**config.mk**
```make
export PLATFORM = sky130hd
export DESIGN_NAME = aae_core
export DESIGN_NICKNAME = d
export VERILOG_FILES = /design/src/aae_pkg.sv /design/src/aae_regfile.sv /design/src/aae_core.sv
export SDC_FILE = /design/constraint.sdc
export NUM_CORES = 1
export LEC_CHECK = 0
export ABC_CLOCK_PERIOD_IN_PS = 4300
export CORE_ASPECT_RATIO = 1.25
export CORE_MARGIN = 4
export CORE_UTILIZATION = 36
export DETAILED_ROUTE_END_ITERATION = 8
export DONT_BUFFER_PORTS = 1
export MAX_ROUTING_LAYER = met4
export SLEW_MARGIN = 20
export SYNTH_ARGS = -nofsm -noshare
export SYNTH_HDL_FRONTEND = slang
export SYNTH_SLANG_ARGS = --single-unit
```
**constraint.sdc**
```tcl
create_clock -name sys_clk -period 4.3 [get_ports sys_clk]
set_input_delay 0.86 -clock sys_clk [delete_from_list [all_inputs] [get_ports sys_clk]]
set_output_delay 0.86 -clock sys_clk [all_outputs]
set_load 0.1 [all_outputs]
```
**src/aae_pkg.sv**
```systemverilog
package aae_pkg;
	// ----------------------------------------
	// register map (byte offsets)
	// ----------------------------------------
	localparam int ADDR_W = 8;
	localparam logic [ADDR_W-1:0] OFF_INSTR = 8'h00;
	localparam logic [ADDR_W-1:0] OFF_ACC = 8'h04;
	localparam logic [ADDR_W-1:0] OFF_STATUS = 8'h08;
	localparam logic [ADDR_W-1:0] OFF_MADDR = 8'h0C;
	localparam logic [ADDR_W-1:0] OFF_MDATA = 8'h10;
	// ----------------------------------------
	// widths and field positions
	// ----------------------------------------
	localparam int IW = 14;
	localparam int DW = 8;
	localparam int FW = 7;
	localparam int TOP_HI = 13;
	localparam int TOP_LO = 12;
	localparam int OP_HI = 11;
	localparam int OP_LO = 8;
	localparam int DEST_BIT = 7;
	localparam int F_HI = 6;
	localparam int K_HI = 7;
	localparam int NIB_HI = 3;
	localparam int C_OUT_BIT = 8;
	localparam int HC_OUT_BIT = 4;
	localparam int ST_C = 0;
	localparam int ST_HC = 1;
	localparam int ST_Z = 2;
	localparam int ST_BUSY = 3;
	// ----------------------------------------
	// encodings
	// ----------------------------------------
	localparam logic [1:0] TOP_BYTE_OPS = 2'h0;
	localparam logic [1:0] TOP_LIT_OPS = 2'h3;
	localparam logic [3:0] OP_ADD_REG = 4'h7;
	localparam logic [3:0] OP_AND_LIT = 4'h9;
	localparam logic [3:0] OP_AND_REG = 4'h5;
	localparam logic [1:0] RESP_OKAY = 2'h0;
	localparam logic [1:0] RESP_SLVERR = 2'h2;
	// ----------------------------------------
	// reset values
	// ----------------------------------------
	localparam logic [IW-1:0] INSTR_RST = 14'h0000;
	localparam logic [DW-1:0] ACC_RST = 8'h00;
	localparam logic [DW-1:0] ZERO_BYTE = 8'h00;
	localparam logic [FW-1:0] MADDR_RST = 7'h00;
	localparam logic [31:0] WORD_ZERO = 32'h0000_0000;
	// ----------------------------------------
	// types
	// ----------------------------------------
	typedef enum logic [4:0] {
		AAE_IDLE = 5'h01,
		AAE_DEC = 5'h02,
		AAE_READ = 5'h04,
		AAE_PROC = 5'h08,
		AAE_WRITE = 5'h10
	} aae_state_t;
	typedef enum logic [1:0] {
		AAE_K_NONE = 2'h0,
		AAE_K_ADD = 2'h1,
		AAE_K_ANDL = 2'h2,
		AAE_K_ANDR = 2'h3
	} aae_kind_t;
endpackage

```
**src/aae_regfile.sv**
```systemverilog
`timescale 1ns/1ps
module aae_regfile #(
	parameter int DEPTH_W = 7,
	parameter int DATA_W = 8
) (
	// clock
	input wire logic clk,
	// write port
	input wire logic we,
	input wire logic [DEPTH_W-1:0] waddr,
	input wire logic [DATA_W-1:0] wdata,
	// read port, data one cycle after address
	input wire logic [DEPTH_W-1:0] raddr,
	output logic [DATA_W-1:0] rdata
);
	logic [DATA_W-1:0] mem [0:(1<<DEPTH_W)-1];

	always_ff @(posedge clk) begin
		if (we) begin
			mem[waddr] <= wdata;
		end
		rdata <= mem[raddr];
	end
endmodule

```
**src/aae_core.sv**
```systemverilog
// Our own choices: the register addresses and the AXI4-Lite slave port.
`timescale 1ns/1ps
module aae_core
	import aae_pkg::*;
(
	// clock and reset
	input wire logic sys_clk,
	input wire logic reset,
	// axi4-lite write address
	input wire logic [ADDR_W-1:0] s_axi_awaddr,
	input wire logic s_axi_awvalid,
	output logic s_axi_awready,
	// axi4-lite write data
	input wire logic [31:0] s_axi_wdata,
	input wire logic [3:0] s_axi_wstrb,
	input wire logic s_axi_wvalid,
	output logic s_axi_wready,
	// axi4-lite write response
	output logic [1:0] s_axi_bresp,
	output logic s_axi_bvalid,
	input wire logic s_axi_bready,
	// axi4-lite read address
	input wire logic [ADDR_W-1:0] s_axi_araddr,
	input wire logic s_axi_arvalid,
	output logic s_axi_arready,
	// axi4-lite read data
	output logic [31:0] s_axi_rdata,
	output logic [1:0] s_axi_rresp,
	output logic s_axi_rvalid,
	input wire logic s_axi_rready
);
	// ----------------------------------------
	// state
	// ----------------------------------------
	aae_state_t state_r, state_nxt;
	aae_kind_t kind_r, kind_nxt;
	logic [IW-1:0] instr_r, instr_nxt;
	logic [DW-1:0] acc_r, acc_nxt;
	logic c_r, c_nxt, hc_r, hc_nxt, z_r, z_nxt;
	logic [FW-1:0] maddr_r, maddr_nxt;
	logic [DW-1:0] res_r, res_nxt;
	logic rc_r, rc_nxt, rhc_r, rhc_nxt;
	logic aw_hold_r, aw_hold_nxt, w_hold_r, w_hold_nxt;
	logic [ADDR_W-1:0] awaddr_r, awaddr_nxt;
	logic [31:0] wdata_r, wdata_nxt;
	logic [3:0] wstrb_r, wstrb_nxt;
	logic bvalid_r, bvalid_nxt, rvalid_r, rvalid_nxt, rwait_r, rwait_nxt;
	logic [1:0] bresp_r, bresp_nxt, rresp_r, rresp_nxt;
	logic [31:0] rdata_r, rdata_nxt;

	// ----------------------------------------
	// register file
	// ----------------------------------------
	logic mem_we;
	logic [FW-1:0] mem_waddr, mem_raddr;
	logic [DW-1:0] mem_wdata, mem_q;

	aae_regfile #(.DEPTH_W(FW), .DATA_W(DW)) u_regfile (
		.clk(sys_clk),
		.we(mem_we),
		.waddr(mem_waddr),
		.wdata(mem_wdata),
		.raddr(mem_raddr),
		.rdata(mem_q)
	);

	// ----------------------------------------
	// decoded fields
	// ----------------------------------------
	logic idle;
	logic dest_reg;
	logic [FW-1:0] f_addr;
	logic [DW-1:0] operand;
	logic [C_OUT_BIT:0] sum9;
	logic [HC_OUT_BIT:0] sum5;
	logic do_wr, do_rd;
	logic [ADDR_W-1:2] wsel, rsel;
	logic [DW-1:0] status_byte;

	assign idle = (state_r == AAE_IDLE);
	assign dest_reg = instr_r[DEST_BIT];
	assign f_addr = instr_r[F_HI:0];
	assign status_byte = {4'h0, ~idle, z_r, hc_r, c_r};
	assign do_wr = aw_hold_r && w_hold_r && !bvalid_r && idle;
	assign do_rd = s_axi_arvalid && s_axi_arready;
	assign wsel = awaddr_r[ADDR_W-1:2];
	assign rsel = s_axi_araddr[ADDR_W-1:2];
	assign operand = (kind_r == AAE_K_ANDL) ? instr_r[K_HI:0] : mem_q;
	assign sum9 = {1'b0, acc_r} + {1'b0, operand};
	assign sum5 = {1'b0, acc_r[NIB_HI:0]} + {1'b0, operand[NIB_HI:0]};

	// ----------------------------------------
	// register file ports
	// ----------------------------------------
	assign mem_raddr = idle ? maddr_r : f_addr;
	assign mem_we = (do_wr && wsel == OFF_MDATA[ADDR_W-1:2] && wstrb_r[0])
		|| (state_r == AAE_WRITE && dest_reg && kind_r != AAE_K_NONE && kind_r != AAE_K_ANDL);
	assign mem_waddr = idle ? maddr_r : f_addr;
	assign mem_wdata = idle ? wdata_r[DW-1:0] : res_r;

	// ----------------------------------------
	// bus handshakes
	// ----------------------------------------
	assign s_axi_awready = !aw_hold_r;
	assign s_axi_wready = !w_hold_r;
	assign s_axi_arready = !rvalid_r && !rwait_r && idle;
	assign s_axi_bvalid = bvalid_r;
	assign s_axi_bresp = bresp_r;
	assign s_axi_rvalid = rvalid_r;
	assign s_axi_rresp = rresp_r;
	assign s_axi_rdata = rdata_r;

	// ----------------------------------------
	// next state
	// ----------------------------------------
	always_comb begin
		state_nxt = state_r;
		kind_nxt = kind_r;
		instr_nxt = instr_r;
		acc_nxt = acc_r;
		c_nxt = c_r;
		hc_nxt = hc_r;
		z_nxt = z_r;
		maddr_nxt = maddr_r;
		res_nxt = res_r;
		rc_nxt = rc_r;
		rhc_nxt = rhc_r;
		aw_hold_nxt = aw_hold_r;
		awaddr_nxt = awaddr_r;
		w_hold_nxt = w_hold_r;
		wdata_nxt = wdata_r;
		wstrb_nxt = wstrb_r;
		bvalid_nxt = bvalid_r;
		bresp_nxt = bresp_r;
		rvalid_nxt = rvalid_r;
		rwait_nxt = rwait_r;
		rresp_nxt = rresp_r;
		rdata_nxt = rdata_r;

		// instruction sequencer, one phase per clock
		case (state_r)
			AAE_IDLE: begin
			end
			AAE_DEC: begin
				kind_nxt = AAE_K_NONE;
				if (instr_r[TOP_HI:TOP_LO] == TOP_BYTE_OPS && instr_r[OP_HI:OP_LO] == OP_ADD_REG) begin
					kind_nxt = AAE_K_ADD;
				end
				if (instr_r[TOP_HI:TOP_LO] == TOP_BYTE_OPS && instr_r[OP_HI:OP_LO] == OP_AND_REG) begin
					kind_nxt = AAE_K_ANDR;
				end
				if (instr_r[TOP_HI:TOP_LO] == TOP_LIT_OPS && instr_r[OP_HI:OP_LO] == OP_AND_LIT) begin
					kind_nxt = AAE_K_ANDL;
				end
				state_nxt = AAE_READ;
			end
			AAE_READ: begin
				state_nxt = AAE_PROC;
			end
			AAE_PROC: begin
				if (kind_r == AAE_K_ADD) begin
					res_nxt = sum9[DW-1:0];
				end else begin
					res_nxt = acc_r & operand;
				end
				rc_nxt = sum9[C_OUT_BIT];
				rhc_nxt = sum5[HC_OUT_BIT];
				state_nxt = AAE_WRITE;
			end
			AAE_WRITE: begin
				if (kind_r != AAE_K_NONE) begin
					z_nxt = (res_r == ZERO_BYTE);
					if (kind_r == AAE_K_ADD) begin
						c_nxt = rc_r;
						hc_nxt = rhc_r;
					end
					// and-type results keep carry flags
					if (kind_r == AAE_K_ANDL || !dest_reg) begin
						acc_nxt = res_r;
					end
				end
				state_nxt = AAE_IDLE;
			end
			default: begin
				state_nxt = AAE_IDLE;
			end
		endcase

		// write channel capture
		if (s_axi_awvalid && s_axi_awready) begin
			aw_hold_nxt = 1'b1;
			awaddr_nxt = s_axi_awaddr;
		end
		if (s_axi_wvalid && s_axi_wready) begin
			w_hold_nxt = 1'b1;
			wdata_nxt = s_axi_wdata;
			wstrb_nxt = s_axi_wstrb;
		end
		if (s_axi_bvalid && s_axi_bready) begin
			bvalid_nxt = 1'b0;
		end

		// register write, only between instructions
		if (do_wr) begin
			aw_hold_nxt = 1'b0;
			w_hold_nxt = 1'b0;
			bvalid_nxt = 1'b1;
			bresp_nxt = RESP_OKAY;
			if (awaddr_r[1:0] != 2'h0 || awaddr_r > OFF_MDATA) begin
				bresp_nxt = RESP_SLVERR;
			end else begin
				case (wsel)
					OFF_INSTR[ADDR_W-1:2]: begin
						if (wstrb_r[0]) begin
							instr_nxt[DW-1:0] = wdata_r[DW-1:0];
						end
						if (wstrb_r[1]) begin
							instr_nxt[IW-1:DW] = wdata_r[IW-1:DW];
						end
						state_nxt = AAE_DEC;
					end
					OFF_ACC[ADDR_W-1:2]: begin
						if (wstrb_r[0]) begin
							acc_nxt = wdata_r[DW-1:0];
						end
					end
					OFF_STATUS[ADDR_W-1:2]: begin
						if (wstrb_r[0]) begin
							c_nxt = wdata_r[ST_C];
							hc_nxt = wdata_r[ST_HC];
							z_nxt = wdata_r[ST_Z];
						end
					end
					OFF_MADDR[ADDR_W-1:2]: begin
						if (wstrb_r[0]) begin
							maddr_nxt = wdata_r[FW-1:0];
						end
					end
					default: begin
					end
				endcase
			end
		end

		// read channel
		if (s_axi_rvalid && s_axi_rready) begin
			rvalid_nxt = 1'b0;
		end
		if (rwait_r) begin
			rwait_nxt = 1'b0;
			rvalid_nxt = 1'b1;
			rdata_nxt = {24'h00_0000, mem_q};
		end
		if (do_rd) begin
			rresp_nxt = RESP_OKAY;
			rdata_nxt = WORD_ZERO;
			rvalid_nxt = 1'b1;
			if (s_axi_araddr[1:0] != 2'h0 || s_axi_araddr > OFF_MDATA) begin
				rresp_nxt = RESP_SLVERR;
			end else begin
				case (rsel)
					OFF_INSTR[ADDR_W-1:2]: rdata_nxt = {18'h0_0000, instr_r};
					OFF_ACC[ADDR_W-1:2]: rdata_nxt = {24'h00_0000, acc_r};
					OFF_STATUS[ADDR_W-1:2]: rdata_nxt = {24'h00_0000, status_byte};
					OFF_MADDR[ADDR_W-1:2]: rdata_nxt = {25'h000_0000, maddr_r};
					OFF_MDATA[ADDR_W-1:2]: begin
						rvalid_nxt = 1'b0;
						rwait_nxt = 1'b1;
					end
					default: begin
					end
				endcase
			end
		end
	end

	// ----------------------------------------
	// registers
	// ----------------------------------------
	always_ff @(posedge sys_clk or posedge reset) begin
		if (reset) begin
			state_r <= AAE_IDLE;
			kind_r <= AAE_K_NONE;
			instr_r <= INSTR_RST;
			acc_r <= ACC_RST;
			c_r <= 1'b0;
			hc_r <= 1'b0;
			z_r <= 1'b0;
			maddr_r <= MADDR_RST;
			res_r <= ZERO_BYTE;
			rc_r <= 1'b0;
			rhc_r <= 1'b0;
			aw_hold_r <= 1'b0;
			awaddr_r <= OFF_INSTR;
			w_hold_r <= 1'b0;
			wdata_r <= WORD_ZERO;
			wstrb_r <= 4'h0;
			bvalid_r <= 1'b0;
			bresp_r <= RESP_OKAY;
			rvalid_r <= 1'b0;
			rwait_r <= 1'b0;
			rresp_r <= RESP_OKAY;
			rdata_r <= WORD_ZERO;
		end else begin
			state_r <= state_nxt;
			kind_r <= kind_nxt;
			instr_r <= instr_nxt;
			acc_r <= acc_nxt;
			c_r <= c_nxt;
			hc_r <= hc_nxt;
			z_r <= z_nxt;
			maddr_r <= maddr_nxt;
			res_r <= res_nxt;
			rc_r <= rc_nxt;
			rhc_r <= rhc_nxt;
			aw_hold_r <= aw_hold_nxt;
			awaddr_r <= awaddr_nxt;
			w_hold_r <= w_hold_nxt;
			wdata_r <= wdata_nxt;
			wstrb_r <= wstrb_nxt;
			bvalid_r <= bvalid_nxt;
			bresp_r <= bresp_nxt;
			rvalid_r <= rvalid_nxt;
			rwait_r <= rwait_nxt;
			rresp_r <= rresp_nxt;
			rdata_r <= rdata_nxt;
		end
	end
endmodule

```
* Yosys cells after proc, flatten, opt, wreduce, memory -nomap -nowiden
Memories as Yosys holds them, arrays and structs flattened. A register that Yosys moved wholly into a read port is not among the register bits. Cells that the tools add are included.
Word-level totals: memories kept 1, input port bits 59, memory bits (writable) 1024, logic and storage cells 154, flip-flop bits (word level) 114, output and inout bits 41
Memories:
- u_regfile.mem | depth 128, bits a word 8, rd ports 1, clocked after memory_dff 1, wr ports 1, RTL line aae_regfile.sv:16 | logic [DATA_W-1:0] mem [0:(1<<DEPTH_W)-1];
Cells by class: add/sub/neg operators 2, bitwise logic cells 3, magnitude comparators 2, reductions and logical operators 43, eq/ne operators 20, multiplexer cells 60
Operators by type and width (count):
- 2-to-1 mux 8 bit | 10
- 2-to-1 mux 32 bit | 2
- case mux 14 bit (4 select lines) | 1
- 2-to-1 mux 1 bit | 37
- equality test 6 x 2 -> 1 bit (second input constant) | 4
- case mux 5 bit (4 select lines) | 1
- logical AND 1 bit | 18
- greater-than comparator 8 x 5 -> 1 bit (second input constant) | 2
- 2-to-1 mux 5 bit | 3
- 2-to-1 mux 14 bit | 1
- nonzero test 2 bit | 7
- equality test 6 x 1 -> 1 bit (second input constant) | 2
- equality test 6 x 3 -> 1 bit (second input constant) | 2
- logical NOT 6 bit | 2
- AND reduction 4 bit | 3
- adder 8 x 8 -> 9 bit | 1
- bitwise AND 8 bit | 1
- equality test 4 x 3 -> 1 bit (second input constant) | 2
- logical NOT 8 bit | 1
- 2-to-1 mux 2 bit | 4
- 2-to-1 mux 7 bit | 1
- logical NOT 1 bit | 6
- adder 4 x 4 -> 5 bit | 1
- equality test 5 x 1 -> 1 bit (second input constant) | 1
- 12 further kinds | 17

* Logic depth before layout (Yosys ltp)
Gate-level depths: netlist of the first run.
depth in word-level cells 9, gate-level depth with buffers 14, gate-level depth less buffers 13

* Cells and area by module
Synthesis of the first run repeated with hierarchy kept, for this count alone.
Unflattened totals: cells, all modules 2051, area total of the unflattened synthesis 44501.4 µm²
By module, submodules not included:
- aae_regfile | cells an instance 1635, area each 39665.5 µm², instances 1
- aae_core | cells an instance 416, area each 4835.9 µm², instances 1

* Least setup slack after synthesis of the first run
No wires, ideal clock.
kind register -> register, start register state_r[1], end register rdata_r[10], in the netlist s_axi_rdata[10], stages on the path, launching flop included 10, period minus slack after synthesis 4.786 ns, data required time 4.231 ns, setup slack -0.486 ns, buffers on the path 2, arrival 4.717 ns, cell sequence dfrtp_1 -> or3_1 -> or3b_1 -> buf_2 -> nor3_1 -> nand2_1 -> or3_1 -> clkbuf_1 -> nor3_2 -> a22o_1
On the way: longest elaborated chain between the ends 4, elaborated cells on any way between the ends 5, classes of those cells eq/ne (1); mux (1); reduce/logical (3)
RTL lines:
- from (decl) | RTL line aae_core.sv:35 | aae_state_t state_r, state_nxt;
- from (signal assigned) | RTL line aae_core.sv:305 | state_r <= state_nxt;
- equality test 5 x 1 -> 1 bit (*) | RTL line aae_core.sv:80 | assign idle = (state_r == AAE_IDLE);
- logical AND 1 bit (*) | RTL line aae_core.sv:106 | assign s_axi_arready = !rvalid_r && !rwait_r && idle;
- named net s_axi_arready | RTL line aae_core.sv:25 | output logic s_axi_arready,
- logical AND 1 bit (*) | RTL line aae_core.sv:85 | assign do_rd = s_axi_arvalid && s_axi_arready;
- 2-to-1 mux 32 bit or nonzero test 2 bit (tied branches)
- to (signal assigned) | RTL line aae_core.sv:326 | rdata_r <= rdata_nxt;
- to (decl) | RTL line aae_core.sv:49 | logic [31:0] rdata_r, rdata_nxt;
The timed path passes the listed nets; every way through them passes the cells marked *. A chain may end at the register's enable or synchronous reset.

* Worst setup path in the final report of the first run
start register state_r[1], end register u_regfile.rdata[4] (read register of u_regfile.mem)
On the way: longest elaborated chain between the ends 2
RTL lines:
- equality test 5 x 1 -> 1 bit | RTL line aae_core.sv:80
- 2-to-1 mux 7 bit | RTL line aae_core.sv:95 | assign mem_raddr = idle ? maddr_r : f_addr;
- to (decl) | RTL line aae_regfile.sv:14 | output logic [DATA_W-1:0] rdata
Every way passes these cells.

==> metrics.txt, run 1 <==
outcome=completed; Comb power frac=0.122; first-pass iteration count of the detailed router=5; Slew Limit Headroom=0.3035; Top delay family on crit path=simple AND/OR/NAND/NOR gates; final setup fails=0; Detailed Route WL=106,200 microns; final setup TNS=0 ns; sequential share of the synthesized area=0.7423; WL met3=5234 microns; Post-CTS Setup Bufs=0; CP cell instances=or3_1 > nor3b_4 > mux2i_4 > buf_12 > buf_12 > mux2i_1 > o22ai_1 > o21ai_0 > a41oi_1 > or4_1; Syn Area/Cell=16.31 sq um; nets=3,013; vias in the first global route=24,330; CP Capture Type=register; Crit Path Category=reg -> reg; Worst-Margin Slew=1.045 ns; Slowest-stage cell, CP=or4_1; FF-to-FF Start=state_r[1]; CTS Hold Bufs=0; Die ar.=130,200 sq um; Iter 0 DRT Violations=1,972; first-pass GRT wire length=156,500 microns; largest net degree at the start of global routing=129; wire per inst=22.87 microns; Util after Layout=0.4220; Num CTS Buffers=104; Crit path largest cell delay=0.58 ns; pwr dens=512.9 nW/um^2; H-tree depth=3; Synth cell types=52; critical path fanouts, max=32; Post-synth EDFFs=1,024; YS warnings=0; Post-synth ARST share=0.08348; ys flop type=edfxtp_1; crit path DAT=4.61 ns; root buf cell=clkbuf_16; Sw Pwr=6.846 mW; die width=323.6 microns; RSZ-0062 raised after global routing=no; Initial Utilization=0.3631; commonest non-fill, non-tap cells in the layout=edfxtp_1 (1,024), mux2i_1 (529), o22ai_1 (256), buf_4 (221), nor2_1 (158); initial antenna violation count=4; DP Cell Count=4,445; Crit path top cell by count=buf_12; area grow syn2layout=16.24%; Site Rows=144; reg2reg path depth=10; DR WL met2=52,590 microns; max-slew violation count=0; placed cell area=48,540 sq um; PortBufs=0; share of layout cells above drive strength 1=0.1615; Worst R2R End=u_regfile.rdata[4]; Crit path required time=4.89 ns; via count=24,260; leak pwr=20.55 nW; GRT overflow=0; Clk Latency, worst-skew pair=0.72 ns; crit start category=register; max_cap viols=0; Fin. Hold Viols=0; Cells after Synth=2,748; Final GP Congestion=0.8200; Global Route Usage Sum=0.1650; internal power=19.87 mW; placed wire-length estimate=65,170 microns; CTS Sinks=1,126; Vias per Instance=5.226; highest metal used=met4; core box area=123,400 sq um; num ports=100; WL met1=44,290 microns; fmax=248.8 MHz; worst hold-check path type=in -> async; PostCTS Resize Cnt=0; Synth Register Bits=1,126; Cell Area, Synth=44,810 sq um; CTS tree=built; Clk pwr share=0.356; clk slew on worst S/H paths=0.07 ns; Flop pwr share=0.522; worst vdd ir=377.5 uV; CP Buf/Inv Count=2; clk_skew=0.02964 ns; Finished Cell Area=52,090 sq um; Final period util=0.9348; Final min period=4.020 ns; DIE HEIGHT=402.4 microns; DRC viols=0; post-route ant nets=0; most common cell after layout, fill and taps aside=edfxtp_1; reg-to-reg slack, setup=0.28 ns; CTS max path bufs=3; Layout Cells excl Fill=4,642; sw frac=0.2563
==> worst max path at each step <==
| stage | start | endpoint | slack [ns] | cells after the start |
|---|---|---|---|---|
| after floorplan | state_r[1] | u_regfile.mem[0][0] | 0.32 | 7 |
| after global placement | state_r[1] | u_regfile.rdata[6] | 0.35 | 10 |
| after detailed placement | state_r[1] | u_regfile.rdata[7] | 0.33 | 10 |
| after CTS | state_r[1] | u_regfile.mem[100][4] | 0.32 | 7 |
| after global routing | state_r[1] | u_regfile.rdata[6] | 0.20 | 10 |
| final | state_r[1] | u_regfile.rdata[4] | 0.28 | 10 |
==> worst register-to-register path, stage by stage, from the launching register on <==
cell,delay (ns)
dfrtp_1,0.40
or3_1,0.45
nor3b_4,0.34
mux2i_4,0.44
buf_12,0.27
buf_12,0.28
mux2i_1,0.26
o22ai_1,0.12
o21ai_0,0.39
a41oi_1,0.39
or4_1,0.59
==> layer usage <==
| metal | GRT usage | vias up |
|---|---|---|
| li1 | - | 11160 |
| met4 | 0.06266 | 0 |
| met3 | 0.02399 | 204 |
| met1 | 0.2062 | 12260 |
| met5 | - | - |
| met2 | 0.2732 | 638 |
==> power groups by stage <==
stage	Combinational [mW]	Clock [mW]	Sequential [mW]
after floorplan	1.76	0	14.3
after global placement	3.23	0	14.2
after detailed placement	3.32	0	14.2
after CTS	3.33	9.70	13.9
after global routing	3.53	10.1	14.0
final	3.25	9.51	13.9
==> Yosys cell counts, types with 8 or more instances <==
master    count  area, sq um
or4_1         8        60.06
a41oi_1      32        280.3
buf_2        70        350.3
buf_4        20        150.1
o22ai_1     256         1602
or3_1        14        87.58
inv_1        21        78.83
o21ai_0     141        705.7
buf_1        14        52.55
a21oi_1      25        125.1
nand2_1      84        315.3
ha_1          8        100.1
clkbuf_1     78        292.8
nor3_1        9        45.04
dfxtp_1       8        160.2
nand3b_1      8        60.06
mux2i_1     530         5305
mux2_2       55        619.3
nand3_1       8        40.04
dfrtp_1      93         2327
edfxtp_1   1024        30750
a31oi_1      10        62.56
nor2_1      158        593.1
==> through the flow <==
stage	hold WS (ns)	setup slack, ns	total power, mW
after floorplan	0.4336	0.3155	16.08
after global placement	0.4820	0.3482	17.40
after detailed placement	0.4890	0.3298	17.50
after CTS	0.1921	0.3167	26.97
after global routing	0.2269	0.2013	27.65
final	0.2104	0.2803	26.71
==> cell families (layout without fill, tap and decap cells) <==
logic type               Yosys count  in the layout  synth area share
other                              1             22        0.00008369
buffers and inverters            203            470           0.02064
multiplexers                     588            588            0.1337
AO/OA/AOI/OAI                    497            497           0.06774
AND/OR/NAND/NOR                  320            320           0.03200
flip-flops                      1126           1126            0.7423
adder cells (fa/ha/maj)            9              9          0.002681
XOR/XNOR                           4              4         0.0007818
==> cell type report <==
class,instances,area [sq um]
multi-input cells,1438,10860
flip-flops and latches,1126,33260
well taps,1606,2009
clock buffers,131,2754
repair buffers,254,2320
clock inverters,64,789.5
diodes,2,5.005
fillers,10880,71330
inverters,21,81.33
==> registers in the layout, indices dropped and copies added (netlist names), 2 cells and up <==
signal / count
wstrb_r: 2
s_axi_rdata: 14
state_r: 5
u_regfile.mem: 1024
awaddr_r: 8
instr_r: 14
u_regfile.rdata: 8
kind_r: 2
wdata_r: 14
res_r: 8
acc_r: 8
maddr_r: 7
No activity file was read; power rests on OpenSTA's default activity.
==> run 2, diff against run 1 <==
- BUFFER_PORTS_ARGS: not set -> -buffer_cell sky130_fd_sc_hd__buf_2
- DONT_BUFFER_PORTS: 1 -> not set
- RECOVER_POWER: not set -> 100
- SYNTH_HIERARCHICAL: not set -> 1
==> run 2 against run 1 <==
Compared with the run above:
- the run now ends with capacitance limit, slew limit left
- hold slack better by 0.17 ns
- flip-flop and latch count stayed put
- first-iteration DRC count is 2.5% lower
- register-to-register slack worse by 0.07 ns
- synthesized cell count is 25% lower
- clock skew is 0.00088 ns higher
- non-clock buffer count is 48 higher
- setup slack worse by 0.073 ns
- largest power group unchanged
==> metrics.txt, run 2 <==
largest cells by area after synthesis=edfxtp_1 (69%), mux4_2 (17%), dfrtp_1 (5.2%); Biggest register=u_regfile/mem; synth cell count leaders=edfxtp_1 (1,024), mux4_2 (339), nor2_1 (146); outcome=complete, but fails checks; Num CTS Buffers=104; max-slew violation count=327; area of the multi-input gates=10,700 sq um; CTS max path bufs=3; DP Cell Count=3,839; via count=21,480; share of layout cells above drive strength 1=0.3130; core box area=122,200 sq um; fmax=244.3 MHz; Final period util=0.9518; final setup fails=0; Crit Path Category=reg -> reg; FF-to-FF Start=state_r[2]; Vias per Instance=5.323; Crit path required time=4.88 ns; final setup TNS=0 ns; clk_skew=0.03052 ns; largest net degree at the start of global routing=77; Fin. Hold Viols=0; Crit path top cell by count=mux4_2; placed wire-length estimate=66,900 microns; reg-to-reg slack, setup=0.21 ns; Crit path largest cell delay=0.55 ns; vias in the first global route=22,410; Syn Area/Cell=21.70 sq um; reg2reg path depth=9; Die ar.=129,300 sq um; first-pass iteration count of the detailed router=7; Synth Register Bits=1,126; most frequent cell after synthesis=edfxtp_1; final-layout fill cell count=10,520; start point of the worst hold path=s_axi_bready; Hold EP=s_axi_bvalid; Clk pwr share=0.354; worst vdd ir=413.9 uV; Final GP Congestion=0.8393; Slowest-stage cell, CP=mux4_2; Layout Cells excl Fill=4,036; internal power=19.68 mW; critical path fanouts, max=13; Synth cell types=54; area grow syn2layout=15.82%; commonest non-fill, non-tap cells in the layout=edfxtp_1 (1,024), mux4_2 (339), nor2_1 (146), clkbuf_1 (129), clkbuf_16 (109); Detailed Route WL=102,300 microns; Comb power frac=0.112; clk slew on worst S/H paths=0.06 ns; Worst-Margin Slew=2.921 ns; GRT overflow=0; worst hold-check path type=in -> reg; Storage cell area=33,260 sq um; post-synth top area cell=edfxtp_1; ys flop type=edfxtp_1; Post-synth EDFFs=1,024; Initial Utilization=0.3642; max reg flops=1,024; Flop pwr share=0.533; CTS Sinks=1,126; Util after Layout=0.4218; Global Route Usage Sum=0.1621; Clk Latency, worst-skew pair=0.69 ns; Placement Setup Slack=-0.005320 ns; root buf cell=clkbuf_16; leak pwr=16.17 nW; H-tree depth=3; pwr dens=506.2 nW/um^2; Post-synth ARST share=0.08348; nets=2,423; Final min period=4.093 ns; Cells after Synth=2,051; post-route ant nets=0; first-pass GRT wire length=151,200 microns; wire per inst=25.33 microns; sequential share of the synthesized area=0.7475; CP cell instances=or3_1 > or3_4 > mux2_8 > buf_6 > buf_12 > mux4_2 > mux4_2 > mux4_2 > mux2_2; crit path DAT=4.67 ns; Slew Limit Headroom=-0.9494; max_cap viols=7; DRC viols=0; CTS tree=built; crit start category=register; initial antenna violation count=0; most common cell after layout, fill and taps aside=edfxtp_1; Sw Pwr=6.416 mW; Site Rows=143; num ports=100; Min-Delay Path Depth=2; Yosys top cell area share=0.6910; Cell Area, Synth=44,500 sq um; die width=322.5 microns; Worst Slack Setup Final=0.2071 ns; Iter 0 DRT Violations=1,922; CP Capture Type=register; YS warnings=6; PortBufs=59; violated checks=capacitance limit, slew limit; sw frac=0.2459; RSZ-0062 raised after global routing=no; Worst R2R End=u_regfile/rdata[1]; DIE HEIGHT=401.1 microns; diodes inserted=0
run 2: changes by cell type after synthesis, sizes merged, moves of 32 or more:
cell,change
a41oi,-32
buf,-37
mux2i,-512
mux4,+336
nand2,-50
o21ai,-127
o22ai,-255
run 2: cells by family after synthesis:
| kind of cell | synth area share |
|---|---|
| DFF | 0.7475 |
| muxes | 0.1964 |
| and+or+nand+nor | 0.02817 |
| buffers and inverters | 0.01515 |
| AOI/OAI and AO/OA | 0.009082 |
| adders and majority gates | 0.002699 |
| xor gates and xnor gates | 0.0009842 |
| other | 0.00008427 |
run 2: layout make-up:
type / instances / share of cell area
clock buffers: 139 / 0.05641
clock inverters: 53 / 0.01041
inverters: 16 / 0.001165
multi-input cells: 805 / 0.2075
flip-flops and latches: 1126 / 0.6453
well taps: 1595 / 0.03872
repair buffers: 302 / 0.04042
run 2: critical path, delay by kind of cell (launching register included):
kind	cells	cell delay (ns)
mux	5	2.32
simple gates	2	0.82
buf+inv	2	0.42
flops	1	0.41
run 2: repair_timing:
item | 4_1_cts | 5_1_grt
buffers inserted | 0 | 3
resized for setup | 1 | 3
hold endpoints to repair | 0 | 0
cloned | 1 | 1
hold buffers | 0 | 0
endpoints found under the setup margin | 1 | 2
pin swaps | 0 | 0
run 2: power by group through the flow:
stage                     combinational, mW  clock (mW)  sequential, mW
after floorplan                        1.54           0            14.1
after global placement                 2.91           0            14.1
after detailed placement               3.11           0            14.1
after CTS                              3.11        9.49            13.8
after global routing                   3.18        9.93            13.9
final                                  2.93        9.25            13.9
run 2: worst max-delay path by stage:
| stage | start | endpoint | cells past startpoint |
|---|---|---|---|
| finish | state_r[2] | u_regfile/rdata[1] | 9 |
| global route | state_r[2] | u_regfile/mem[123][1] | 10 |
| CTS | state_r[2] | u_regfile/rdata[5] | 9 |
| detailed placement | state_r[2] | u_regfile/rdata[5] | 9 |
| global placement | state_r[2] | u_regfile/rdata[5] | 9 |
| floorplan | state_r[2] | u_regfile/rdata[0] | 11 |
run 2: per-stage QoR:
step / area (sq um) / power, mW / hold slack, ns
2_1_floorplan: 44580 / 15.67 / 0.4428
3_3_place_gp: 48580 / 16.97 / 0.4646
3_5_place_dp: 48580 / 17.18 / 0.4777
4_1_cts: 52040 / 26.44 / 0.3191
5_1_grt: 51540 / 27.05 / 0.3545
6_report: 51540 / 26.09 / 0.3755
run 2: metal layers:
layer  wire [microns]  up-vias  track usage
met5                0        -            -
li1                 -     9114            -
met2            53400      692       0.2760
met1            39890    11520       0.1995
met3             5908      161      0.02469
met4             3051        0      0.05233
==> run 3, diff against run 2 <==
- ABC_AREA: not set -> 1
- ABC_CLOCK_PERIOD_IN_PS: 4300 -> 4550
- clock period: 4.3 -> 4.55 ns (I/O delays scaled with it)
==> run 3 against run 2 <==
Compared with the run above:
- the flow still finishes with violations (capacitance limit, slew limit)
- clock skew down 0.0066 ns
- sequential share of layout area is 1.4 points lower
- critical path depth fell by 3
- flip-flop and latch count is the same
- synthesized area up 6.6%
- combinational power decreased by 8.9%
- first-iteration DRC count grew 40%
- critical path type unchanged
- largest power group unchanged
==> metrics.txt, run 3 <==
outcome=complete, but fails checks; violated checks=capacitance limit, slew limit; CTS max path bufs=3; Num CTS Buffers=104; Cell Area, Synth=47,430 sq um; sequential share of the synthesized area=0.7012; largest cells by area after synthesis=edfxtp_1 (65%), nand2_1 (11%), nand3_1 (11%); reg2reg path depth=6; Fin. Hold Viols=0; Worst R2R End=u_regfile/mem[19][3]; Syn Area/Cell=11.13 sq um; nets=4,354; first-pass GRT wire length=184,300 microns; placed wire-length estimate=71,750 microns; Min-Delay Path Depth=2; core box area=130,600 sq um; RSZ-0062 raised after global routing=no; critical path fanouts, max=28; crit start category=register; synth cell count leaders=nand2_1 (1,429), edfxtp_1 (1,024), nand3_1 (1,012); first-pass iteration count of the detailed router=6; placed cell area=49,630 sq um; Post-synth EDFFs=1,024; H-tree depth=3; most frequent cell after synthesis=nand2_1; initial antenna violation count=1; post-route ant nets=0; CTS Hold Bufs=0; pwr dens=464.8 nW/um^2; wire per inst=19.69 microns; max_cap viols=7; Biggest register=u_regfile/mem; largest net degree at the start of global routing=172; Cells after Synth=4,263; final setup fails=0; max reg flops=1,024; CTS tree=built; Yosys top cell area share=0.6483; num ports=100; Site Rows=148; Synth Register Bits=1,126; Iter 0 DRT Violations=2,690; Global Route Usage Sum=0.1772; clk_skew=0.02394 ns; Initial Utilization=0.3633; Slew Limit Headroom=-0.9443; YS warnings=6; Final period util=0.8722; area grow syn2layout=11.09%; commonest non-fill, non-tap cells in the layout=nand2_1 (1,433), edfxtp_1 (1,024), nand3_1 (1,012), nor2_1 (202), clkbuf_16 (108); CTS Sinks=1,126; Final GP Congestion=0.9007; PortBufs=59; reg-to-reg slack, setup=0.58 ns; final-layout fill cell count=12,340; Hold EP=s_axi_bvalid; max-slew violation count=508; Crit path required time=4.83 ns; leak pwr=19.00 nW; clk slew on worst S/H paths=0.06 ns; DIE HEIGHT=413.8 microns; start point of the worst hold path=s_axi_bready; CP Capture Type=register; Clk Latency, worst-skew pair=0.69 ns; Detailed Route WL=120,100 microns; DRC viols=0; root buf cell=clkbuf_16; fmax=252.0 MHz; most common cell after layout, fill and taps aside=nand2_1; vias in the first global route=30,040; worst vdd ir=354.2 uV; Crit Path Category=reg -> reg; Layout Cells excl Fill=6,100; share of layout cells above drive strength 1=0.07156; DP Cell Count=5,905; Worst-Margin Slew=2.901 ns; Vias per Instance=5.079; Power Total=24.49 mW; final setup TNS=0 ns; ys flop type=edfxtp_1; Finished Cell Area=52,690 sq um; PostCTS Resize Cnt=0; Post-synth ARST share=0.08348; crit path DAT=4.25 ns; via count=30,980; post-synth top area cell=edfxtp_1; FF-to-FF Start=state_r[2]; worst hold-check path type=in -> reg; Synth cell types=39; Post-CTS Setup Bufs=0; Die ar.=137,700 sq um; GRT overflow=0; Final min period=3.969 ns; die width=332.7 microns
[run 3: changes by cell type after synthesis, moves of 59 or more]
cell	delta
nand2_1	+1395
nand3_1	+989
mux4_2	-339
buf_2	+111
inv_1	+70
mux2_2	-59
[run 3: cell families (layout without fill, tap and decap cells)]
group,count (synthesis),count (layout),synth area share
other cells,1,21,0.00007906
flops,1126,1126,0.7012
compound gates,58,58,0.006489
fa+ha+maj,9,9,0.002532
mux,19,19,0.004511
buf+inv,357,449,0.04023
simple gates,2693,2693,0.2449
[run 3: layer usage]
metal / global-route usage / part of all wire / up-vias
met2: 0.2956 / 0.50 / 980
met4: 0.07577 / 0.040 / 0
met1: 0.2200 / 0.41 / 14970
met3: 0.02049 / 0.055 / 221
li1: - / - / 14810
met5: - / 0 / -
[run 3: worst max path at each step]
stage / end / from / slack (ns) / depth (start not counted)
3_3_place_gp: u_regfile/mem[101][1] / state_r[0] / 0.79 / 8
6_report: u_regfile/mem[19][3] / state_r[2] / 0.58 / 6
3_5_place_dp: u_regfile/mem[103][1] / state_r[0] / 0.75 / 8
2_1_floorplan: u_regfile/mem[0][0] / state_r[0] / -0.83 / 5
5_1_grt: u_regfile/mem[16][3] / state_r[2] / 0.31 / 6
4_1_cts: u_regfile/mem[103][2] / state_r[0] / 0.73 / 8
[run 3: through the flow]
step	hold WS [ns]	setup slack [ns]	utilization
detailed placement	0.4603	0.7483	0.3802
finish	0.4026	0.5815	0.4036
global placement	0.4597	0.7947	0.3802
CTS	0.3524	0.7348	0.4063
global route	0.3968	0.3076	0.4036
floorplan	0.4419	-0.8256	-
[run 3: layout make-up]
type / instances / area, sq um / area share
clock inverters: 68 / 616.8 / 0.01171
inverters: 93 / 377.9 / 0.007171
diodes: 1 / 2.502 / 0.00004749
well taps: 1725 / 2158 / 0.04096
flip-flops and latches: 1126 / 33260 / 0.6312
multi-input cells: 2799 / 12360 / 0.2345
clock buffers: 126 / 2800 / 0.05314
repair buffers: 162 / 1119 / 0.02123
[run 3: worst max-delay path, cell delays in order (launching register included)]
cell and delay (ns):
dfrtp_1 0.37, nor2_1 0.12, nand3_4 0.32, clkbuf_1 0.84, nor2_1 0.16, a21oi_4 0.64, clkbuf_1 1.09
[run 3: power by group]
group          leakage (nW)  switching [mW]  internal, mW
Combinational          6.79            2.32         0.353
Sequential             10.5           0.156          12.9
Clock                  1.69            3.75          5.00
Total                  19.0            6.22          18.3
